[src/pkg/adcc_defines.svh]
// Register offsets, field positions, reset values and timing counts of the converter control.
`ifndef ADCC_DEFINES_SVH
`define ADCC_DEFINES_SVH

`define ADCC_ADDR_W      8
`define ADCC_OFF_CLK     8'h00
`define ADCC_OFF_MOD0    8'h04
`define ADCC_OFF_MOD1    8'h08
`define ADCC_OFF_TRIM    8'h20
`define ADCC_HSIZE_WORD  3'h2

`define ADCC_TSH_LSB     4
`define ADCC_DIV_LSB     0
`define ADCC_DONE_BIT    7
`define ADCC_BUSY_BIT    6
`define ADCC_ITM_LSB     3
`define ADCC_RPT_BIT     2
`define ADCC_SCAN_BIT    1
`define ADCC_START_BIT   0
`define ADCC_REF_BIT     7
`define ADCC_IDLE_BIT    6
`define ADCC_SCAN8_BIT   5
`define ADCC_CHAN_LSB    0

`define ADCC_RST_TRIM    8'h38
`define ADCC_RST_TSH     4'h8
`define ADCC_RST_DIV     3'h0

`define ADCC_CNT_W       10
`define ADCC_CONV_CLKS   38
`define ADCC_MIN_TOTAL   46
`define ADCC_SH_8        10'h008
`define ADCC_SH_16       10'h010
`define ADCC_SH_24       10'h018
`define ADCC_SH_32       10'h020
`define ADCC_SH_64       10'h040
`define ADCC_SH_128      10'h080
`define ADCC_SH_512      10'h200

`endif

[src/pkg/adcc_pkg.sv]
// Types shared by the converter control modules.
`include "adcc_defines.svh"
package adcc_pkg;

  typedef enum logic [1:0] {
    ADCC_IDLE    = 2'b00,
    ADCC_SAMPLE  = 2'b01,
    ADCC_CONVERT = 2'b10
  } adcc_seq_t;

  typedef struct packed {
    logic [7:0]             trim;
    logic [3:0]             tsh;
    logic [2:0]             div;
    logic [1:0]             itm;
    logic                   rpt;
    logic                   scan;
    logic                   ref_en;
    logic                   idle_run;
    logic                   scan8;
    logic [3:0]             chan;
    logic                   done;
    logic                   busy;
    adcc_seq_t              seq;
    logic [`ADCC_CNT_W-1:0] cnt;
    logic [2:0]             cur_ch;
    logic [2:0]             conv_n;
    logic                   irq;
    logic                   wr_pend;
    logic [`ADCC_ADDR_W-1:0] wr_addr;
    logic [31:0]            rdata;
  } adcc_core_t;

  typedef struct packed {
    logic [3:0] cnt;
  } adcc_div_t;

endpackage : adcc_pkg
[src/pkg/adcc_clk_if.sv]
// Link between the control core and the conversion clock divider.
`timescale 1ns/1ps
interface adcc_clk_if;
  logic [2:0] div_sel;
  logic       run;
  logic       tick;
  modport ctl (output div_sel, output run, input tick);
  modport gen (input div_sel, input run, output tick);
endinterface : adcc_clk_if

[src/hw/adcc_clkdiv.sv]
// Conversion clock divider producing one tick per conversion clock.
`timescale 1ns/1ps
module adcc_clkdiv
  import adcc_pkg::*;
(
  input  logic    hclk,
  input  logic    hresetn,
  input  logic    ce,
  adcc_clk_if.gen cif
);

  adcc_div_t  q;
  adcc_div_t  d;
  logic [3:0] mask;

  always_comb begin
    case (cif.div_sel)
      3'h0:    mask = 4'h0;
      3'h1:    mask = 4'h1;
      3'h2:    mask = 4'h3;
      3'h3:    mask = 4'h7;
      default: mask = 4'hF;
    endcase
  end

  // The count restarts with each run so the first tick is a fixed distance away.
  assign cif.tick = cif.run && ((q.cnt & mask) == mask);

  always_comb begin
    d = q;
    d.cnt = cif.run ? q.cnt + 4'h1 : 4'h0;
  end

  always_ff @(posedge hclk or negedge hresetn) begin
    if (!hresetn) begin
      q <= '0;
    end else if (ce) begin
      q <= d;
    end
  end
endmodule : adcc_clkdiv

[src/hw/adcc_top.sv]
// Converter clock, sample-hold and mode control with its register slave.
//
// Implementation choices: the AHB-Lite register port and the address map.
`timescale 1ns/1ps
`include "adcc_defines.svh"
// Overview of operation
// Software writes the accuracy trim field to 0x58 before using the converter.
// Sample-hold lasts 8,16,24,32,64,128 or 512 conversion clocks per code.
// Conversion clock is the gear clock divided by 1,2,4,8 or 16.
// One conversion spans at least 46 conversion clocks including sample-hold.
// Software leaves the divider alone while a conversion runs.
// Software keeps the conversion clock at or below 40MHz.
// Done flag, bit 7, reads 1 after completion, 0 before or during.
// Reading the mode register clears the done flag.
// Busy flag, bit 6, reads 1 while a conversion runs.
// Interval field raises the interrupt every 1, 4 or 8 conversions.
// Interval field acts only in fixed-channel repeat mode.
// Bit 2 selects single conversion or continuous repeat.
// Bit 1 selects one fixed channel or a scanned channel range.
// Writing 1 to bit 0 starts a conversion; bit 0 reads 0.
// Software sets the mode before writing the start trigger.
// For DMA use: converter reset, DMA request-wait, then converter setup.
// Software enables the reference, waits 3us, then starts.
// Channel select picks the fixed channel or the last scanned one.
// Reserved bits read zero and ignore writes.
// Single and scan modes interrupt and set done when the sequence ends.
module adcc_top
  import adcc_pkg::*;
#(
  parameter int CONV_CLKS = `ADCC_CONV_CLKS
) (
  input  logic        hclk,
  input  logic        hresetn,
  input  logic        ce,
  input  logic        hsel,
  input  logic [31:0] haddr,
  input  logic [1:0]  htrans,
  input  logic        hwrite,
  input  logic [2:0]  hsize,
  input  logic [31:0] hwdata,
  input  logic        hready,
  output logic        hreadyout,
  output logic [31:0] hrdata,
  output logic        hresp,
  output logic        conv_tick,
  output logic        ana_sample,
  output logic        ana_convert,
  output logic [2:0]  ana_channel,
  output logic        ana_ref_en,
  output logic        ana_idle_run,
  output logic        conv_irq
);

  localparam logic [`ADCC_CNT_W-1:0] CONV_LAST = `ADCC_CNT_W'(CONV_CLKS - 1);

  if (CONV_CLKS + 8 < `ADCC_MIN_TOTAL || CONV_CLKS > 511) begin : g_bad_conv
    $error("CONV_CLKS cannot meet the conversion length or counter width");
  end

  adcc_core_t q;
  adcc_core_t d;
  adcc_clk_if cif ();

  logic       xfer;
  logic       rd_mod0;
  logic       start_go;
  logic       conv_end;
  logic       done_set;
  logic       last_ch;
  logic [2:0] first_ch;
  logic [2:0] itv_last;

  function automatic logic [`ADCC_CNT_W-1:0] sh_clks(input logic [3:0] code);
    case (code)
      4'h8:    sh_clks = `ADCC_SH_8;
      4'h9:    sh_clks = `ADCC_SH_16;
      4'hA:    sh_clks = `ADCC_SH_24;
      4'hB:    sh_clks = `ADCC_SH_32;
      4'h3:    sh_clks = `ADCC_SH_64;
      4'hC:    sh_clks = `ADCC_SH_128;
      default: sh_clks = `ADCC_SH_512;
    endcase
  endfunction : sh_clks

  function automatic logic [31:0] rd_mux(input adcc_core_t s, input logic [7:0] a);
    rd_mux = 32'h0000_0000;
    case (a)
      `ADCC_OFF_CLK: begin
        rd_mux[`ADCC_TSH_LSB +: 4] = s.tsh;
        rd_mux[`ADCC_DIV_LSB +: 3] = s.div;
      end
      `ADCC_OFF_MOD0: begin
        rd_mux[`ADCC_DONE_BIT]     = s.done;
        rd_mux[`ADCC_BUSY_BIT]     = s.busy;
        rd_mux[`ADCC_ITM_LSB +: 2] = s.itm;
        rd_mux[`ADCC_RPT_BIT]      = s.rpt;
        rd_mux[`ADCC_SCAN_BIT]     = s.scan;
      end
      `ADCC_OFF_MOD1: begin
        rd_mux[`ADCC_REF_BIT]       = s.ref_en;
        rd_mux[`ADCC_IDLE_BIT]      = s.idle_run;
        rd_mux[`ADCC_SCAN8_BIT]     = s.scan8;
        rd_mux[`ADCC_CHAN_LSB +: 4] = s.chan;
      end
      `ADCC_OFF_TRIM: rd_mux[7:0] = s.trim;
      default: rd_mux = 32'h0000_0000;
    endcase
  endfunction : rd_mux

  assign xfer    = hsel && hready && htrans[1];
  assign rd_mod0 = xfer && !hwrite && haddr[7:0] == `ADCC_OFF_MOD0 && haddr[31:8] == 24'h0;

  // A fixed channel repeats itself; a scan restarts at 0, or at 4 for a short high scan.
  assign first_ch = !q.scan ? q.chan[2:0] : q.scan8 ? 3'h0 : {q.chan[2], 2'b00};
  assign last_ch  = !q.scan || q.cur_ch == q.chan[2:0];

  always_comb begin
    case (q.itm)
      2'b01:   itv_last = 3'h3;
      2'b10:   itv_last = 3'h7;
      default: itv_last = 3'h0;
    endcase
  end

  always_comb begin
    d        = q;
    d.irq    = 1'b0;
    start_go = 1'b0;
    conv_end = 1'b0;
    done_set = 1'b0;
    if (q.wr_pend) begin
      d.wr_pend = 1'b0;
      case (q.wr_addr)
        `ADCC_OFF_CLK: begin
          d.tsh = hwdata[`ADCC_TSH_LSB +: 4];
          d.div = hwdata[`ADCC_DIV_LSB +: 3];
        end
        `ADCC_OFF_MOD0: begin
          d.itm    = hwdata[`ADCC_ITM_LSB +: 2];
          d.rpt    = hwdata[`ADCC_RPT_BIT];
          d.scan   = hwdata[`ADCC_SCAN_BIT];
          start_go = hwdata[`ADCC_START_BIT] && !q.busy;
        end
        `ADCC_OFF_MOD1: begin
          d.ref_en   = hwdata[`ADCC_REF_BIT];
          d.idle_run = hwdata[`ADCC_IDLE_BIT];
          d.scan8    = hwdata[`ADCC_SCAN8_BIT];
          d.chan     = hwdata[`ADCC_CHAN_LSB +: 4];
        end
        `ADCC_OFF_TRIM: d.trim = hwdata[7:0];
        default: d.trim = q.trim;
      endcase
    end
    if (xfer && hwrite && hsize == `ADCC_HSIZE_WORD && haddr[31:8] == 24'h0) begin
      d.wr_pend = 1'b1;
      d.wr_addr = haddr[7:0];
    end
    // Reads see a write that completes at the same edge.
    if (xfer && !hwrite) begin
      d.rdata = haddr[31:8] == 24'h0 ? rd_mux(d, haddr[7:0]) : 32'h0000_0000;
    end
    if (rd_mod0) begin
      d.done = 1'b0;
    end
    if (start_go) begin
      d.busy   = 1'b1;
      d.done   = 1'b0;
      d.seq    = ADCC_SAMPLE;
      d.cnt    = sh_clks(d.tsh) - `ADCC_CNT_W'(1);
      d.cur_ch = !d.scan ? d.chan[2:0] : d.scan8 ? 3'h0 : {d.chan[2], 2'b00};
      d.conv_n = 3'h0;
    end else if (cif.tick) begin
      case (q.seq)
        ADCC_SAMPLE: begin
          if (q.cnt == '0) begin
            d.seq = ADCC_CONVERT;
            d.cnt = CONV_LAST;
          end else begin
            d.cnt = q.cnt - `ADCC_CNT_W'(1);
          end
        end
        ADCC_CONVERT: begin
          if (q.cnt != '0) begin
            d.cnt = q.cnt - `ADCC_CNT_W'(1);
          end else begin
            conv_end = 1'b1;
            if (!q.scan && q.rpt) begin
              done_set = q.conv_n == itv_last;
              d.conv_n = done_set ? 3'h0 : q.conv_n + 3'h1;
            end else begin
              done_set = last_ch;
            end
            if (q.rpt || !last_ch) begin
              d.seq    = ADCC_SAMPLE;
              d.cnt    = sh_clks(q.tsh) - `ADCC_CNT_W'(1);
              d.cur_ch = last_ch ? first_ch : q.cur_ch + 3'h1;
            end else begin
              d.seq  = ADCC_IDLE;
              d.busy = 1'b0;
            end
          end
        end
        default: begin
          d.seq  = ADCC_IDLE;
          d.busy = 1'b0;
        end
      endcase
    end
    // A completion in the same cycle as a clearing read keeps the flag set.
    if (done_set) begin
      d.done = 1'b1;
      d.irq  = 1'b1;
    end
  end

  always_ff @(posedge hclk or negedge hresetn) begin
    if (!hresetn) begin
      q      <= '0;
      q.trim <= `ADCC_RST_TRIM;
      q.tsh  <= `ADCC_RST_TSH;
      q.div  <= `ADCC_RST_DIV;
      q.seq  <= ADCC_IDLE;
    end else if (ce) begin
      q <= d;
    end
  end

  // The divider is read live, so it must stay put while busy.
  assign cif.div_sel = q.div;
  assign cif.run     = q.busy;

  adcc_clkdiv u_div (
    .hclk    (hclk),
    .hresetn (hresetn),
    .ce      (ce),
    .cif     (cif.gen)
  );

  assign hreadyout    = ce;
  assign hresp        = 1'b0;
  assign hrdata       = q.rdata;
  assign conv_tick    = cif.tick;
  assign ana_sample   = q.seq == ADCC_SAMPLE;
  assign ana_convert  = q.seq == ADCC_CONVERT;
  assign ana_channel  = q.cur_ch;
  assign ana_ref_en   = q.ref_en;
  assign ana_idle_run = q.idle_run;
  assign conv_irq     = q.irq;
endmodule : adcc_top

[config.mk]
export PLATFORM = sky130hd
export DESIGN_NAME = adcc_top
export DESIGN_NICKNAME = d
export VERILOG_FILES = /design/src/pkg/adcc_pkg.sv /design/src/pkg/adcc_clk_if.sv /design/src/hw/adcc_clkdiv.sv /design/src/hw/adcc_top.sv
export VERILOG_INCLUDE_DIRS = /design/src /design/src/pkg
export SDC_FILE = /design/constraint.sdc
export NUM_CORES = 1
export LEC_CHECK = 0
export ABC_AREA = 1
export ABC_CLOCK_PERIOD_IN_PS = 4400
export BUFFER_PORTS_ARGS = -buffer_cell sky130_fd_sc_hd__buf_4
export CAP_MARGIN = 30
export CORE_MARGIN = 5
export CORE_UTILIZATION = 30
export CTS_CLUSTER_DIAMETER = 150
export DETAILED_ROUTE_END_ITERATION = 7
export GPL_TIMING_DRIVEN = 1
export MAX_ROUTING_LAYER = met4
export SLEW_MARGIN = 20
export SYNTH_ARGS = -nofsm -noshare
export SYNTH_HDL_FRONTEND = slang
export SYNTH_HIERARCHICAL = 1
export SYNTH_SLANG_ARGS = --single-unit
[constraint.sdc]
create_clock -name hclk -period 4.4 [get_ports hclk]
set_input_delay 0.88 -clock hclk [delete_from_list [all_inputs] [get_ports hclk]]
set_output_delay 0.88 -clock hclk [all_outputs]
set_load 0.05 [all_outputs]
==> results.md <==
* Std-Cell Rows at 45
* Maximum vdd drop at 0.158 mV
* Initial antenna violation count at 0
* Synth Area per Inst at 7.15 um^2
* Min-delay worst type: reg2reg
* Synth unique cells at 49
* WL final at 11,900 um
* Pwr Density at 320 nW/um^2
* Setup-failing EPs final at 0
* Synth Register Bits at 68
* Final hold slack at 0.486 ns
* Crit Path Max Fanout at 5
* Slew headroom at 48.2%
* Crit end category: primary output
* Post-synthesis sequential area ratio at 36.6%
* Ports at 118
* Cell taking the most area after synthesis: dfrtp_1
* Largest net degree at the start of global routing at 69
* Residual DRC count at 0
* Post-DR vias/cell at 4.58
* Routed len/inst at 12.9 um
* Post_cts resized at 0
* Synth async-reset ratio at 100%
* Root buf cell: clkbuf_16
* Tmin final at 2.46 ns
* Starting density of the core at 30.6%
* Worst reg-to-reg setup slack at 2.00 ns
* Area growth syn-to-layout at 18.9%
* Arrival time worst endpoint at 1.58 ns
* Clk pin slew, worst setup/hold paths at 0.06 ns
* GRT Overall Usage at 13.6%
* Vias in the first global route at 4,009
* Layout cell share with drive strength beyond 1 at 17.4%
* Mapped Area at 4670 um^2
* Crit path kind: reg2out
* Die H at 135 um
* First-pass GRT wire length at 19,400 um
* GRT overflow at 0
* I/O Buffers at 67
* Iteration-0 DRC Markers at 254
* Number of max-cap violations at 0
* Die Width at 135 um
* Core Area at 15,300 um^2
* Mapped Cells at 653
* Placer congestion estimate at 0.869
* Clock Sinks at 68
* CP required at 3.52 ns
* Outcome: completed
* Max H-tree Level at 3
* RSZ-0062 raised after global routing: false
* Share of the synthesized area in the top cell type at 34.3%
* Clock latency on the worst-skew pair at 0.34 ns
* Leakage at 2.80 nW
* Syn. warnings at 6
* Period utilization at 56.0%
* Final-report hold violation count at 0
* Worst slew pin tran at 0.777 ns
* First-pass DRT Iterations at 7
* Via count at 4,223
* Ant diodes at 0
* Sum of negative setup slack at 0 ns
* Num CTS Buffers at 9
* Total power at 0.00178 W
* Post-CTS setup buffers at 0
* Fin. max-slew vios at 0
* Clock buffer depth at 2
* Full die area at 18,200 um^2
* Main synth FF type: dfrtp_1
* # hold bufs at CTS at 0
* Post-synth EDFFs at 0
* Synth top area cells: dfrtp_1, nand2_1, o21ai_0
* CTS tree: built
* Skew final at 0.00645 ns
* Max Freq at 406 MHz
* HPWL after DPL at 8940 um
* Antenna viol nets, final at 0
* Nets@finish at 790
* Startpoint types: flip-flop
[layout by cell type, fill, tap and decap left out, drive strengths merged, types with 5 or more instances in the layout]
cell,count
conb,25
clkbuf,10
nand2,170
nand4,8
ha,9
nor4,5
buf,69
o21ai,93
a21oi,17
dfrtp,64
o211ai,6
xnor2,5
nor2,59
or2,8
inv,82
nand3,40
[worst max-delay path, stage by stage (launching register included)]
cell	delay, ns
dfrtp_1	0.43
nand2_2	0.10
o21ai_0	0.08
nand3_1	0.09
nor2_1	0.28
buf_4	0.27
[synth_stat cells, types with 4 or more instances]
cell      number
xor2_1         4
nand3_1       36
or2_2          8
dfstp_2        4
xnor2_1        5
inv_2          5
nor2_1        53
inv_1         76
nor4_1         4
o21ai_0       84
nand4_1        8
o21ai_1        8
ha_1           9
o211ai_1       4
buf_4         37
a21oi_1       16
clkbuf_1       7
dfrtp_1       64
o22ai_1        4
buf_2          5
nand2_1      167
[final cells by class]
cell class	count	area, um^2
Fill cell	1633	9710
Multi-Input combinational cell	474	2380
Sequential cell	68	1710
Timing Repair Buffer	69	531
Inverter	84	319
Tap cell	211	264
Clock buffer	10	239
Clock inverter	6	111
[where the power goes]
part	total, W	internal (W)	switching (W)
combinational	0.000259	0.0000824	0.000177
sequential	0.000667	0.000649	0.0000185
clock	0.000850	0.000569	0.000281
[logic make-up after synthesis]
family                   share of synthesized area [%]
AO/OA/AOI/OAI                                     15.1
XOR/XNOR                                          1.69
adder cells (fa/ha/maj)                           2.41
buffers and inverters                             14.4
flip-flops                                        36.6
multiplexers                                      1.13
other                                           0.0803
AND/OR/NAND/NOR                                   28.7
[flip-flops by register name, indices dropped and copies added (netlist names)]
| signal | cells |
|---|---|
| q | 46 |
| ana_channel | 3 |
| conv_irq | 1 |
| ana_idle_run | 1 |
| cif.run | 1 |
| u_div/q | 4 |
| ana_ref_en | 1 |
| cif.div_sel | 3 |
| hrdata | 8 |
[through the flow]
step,std cells,setup WS [ns],area (um^2),utilization (%)
final,922,1.94,5550,36.4
after global routing,922,1.76,5550,36.4
after CTS,921,1.92,5530,36.3
after detailed placement,905,1.64,5180,34.0
after global placement,905,1.61,5180,34.0
after floorplan,677,2.19,4760,-
[final timing paths]
check,depth (start not counted),end,start
min in group asynchronous,1,u_div/q[1],hresetn
max in group asynchronous,2,q[83],hresetn
min reg2reg,2,q[82],q[82]
max reg2reg,17,q[55],q[35]
min,2,q[82],q[82]
max,5,conv_tick,u_div/q[0]
[metal layers]
layer  track usage [%]  routed length (um)  up-vias
met3              2.53                 541        9
met2              21.0                5450       85
li1                  -                   -     2156
met4              3.05                  99        0
met1              18.5                5830     1973
met5                 -                   0        -
No activity file was read; power rests on OpenSTA's default activity.
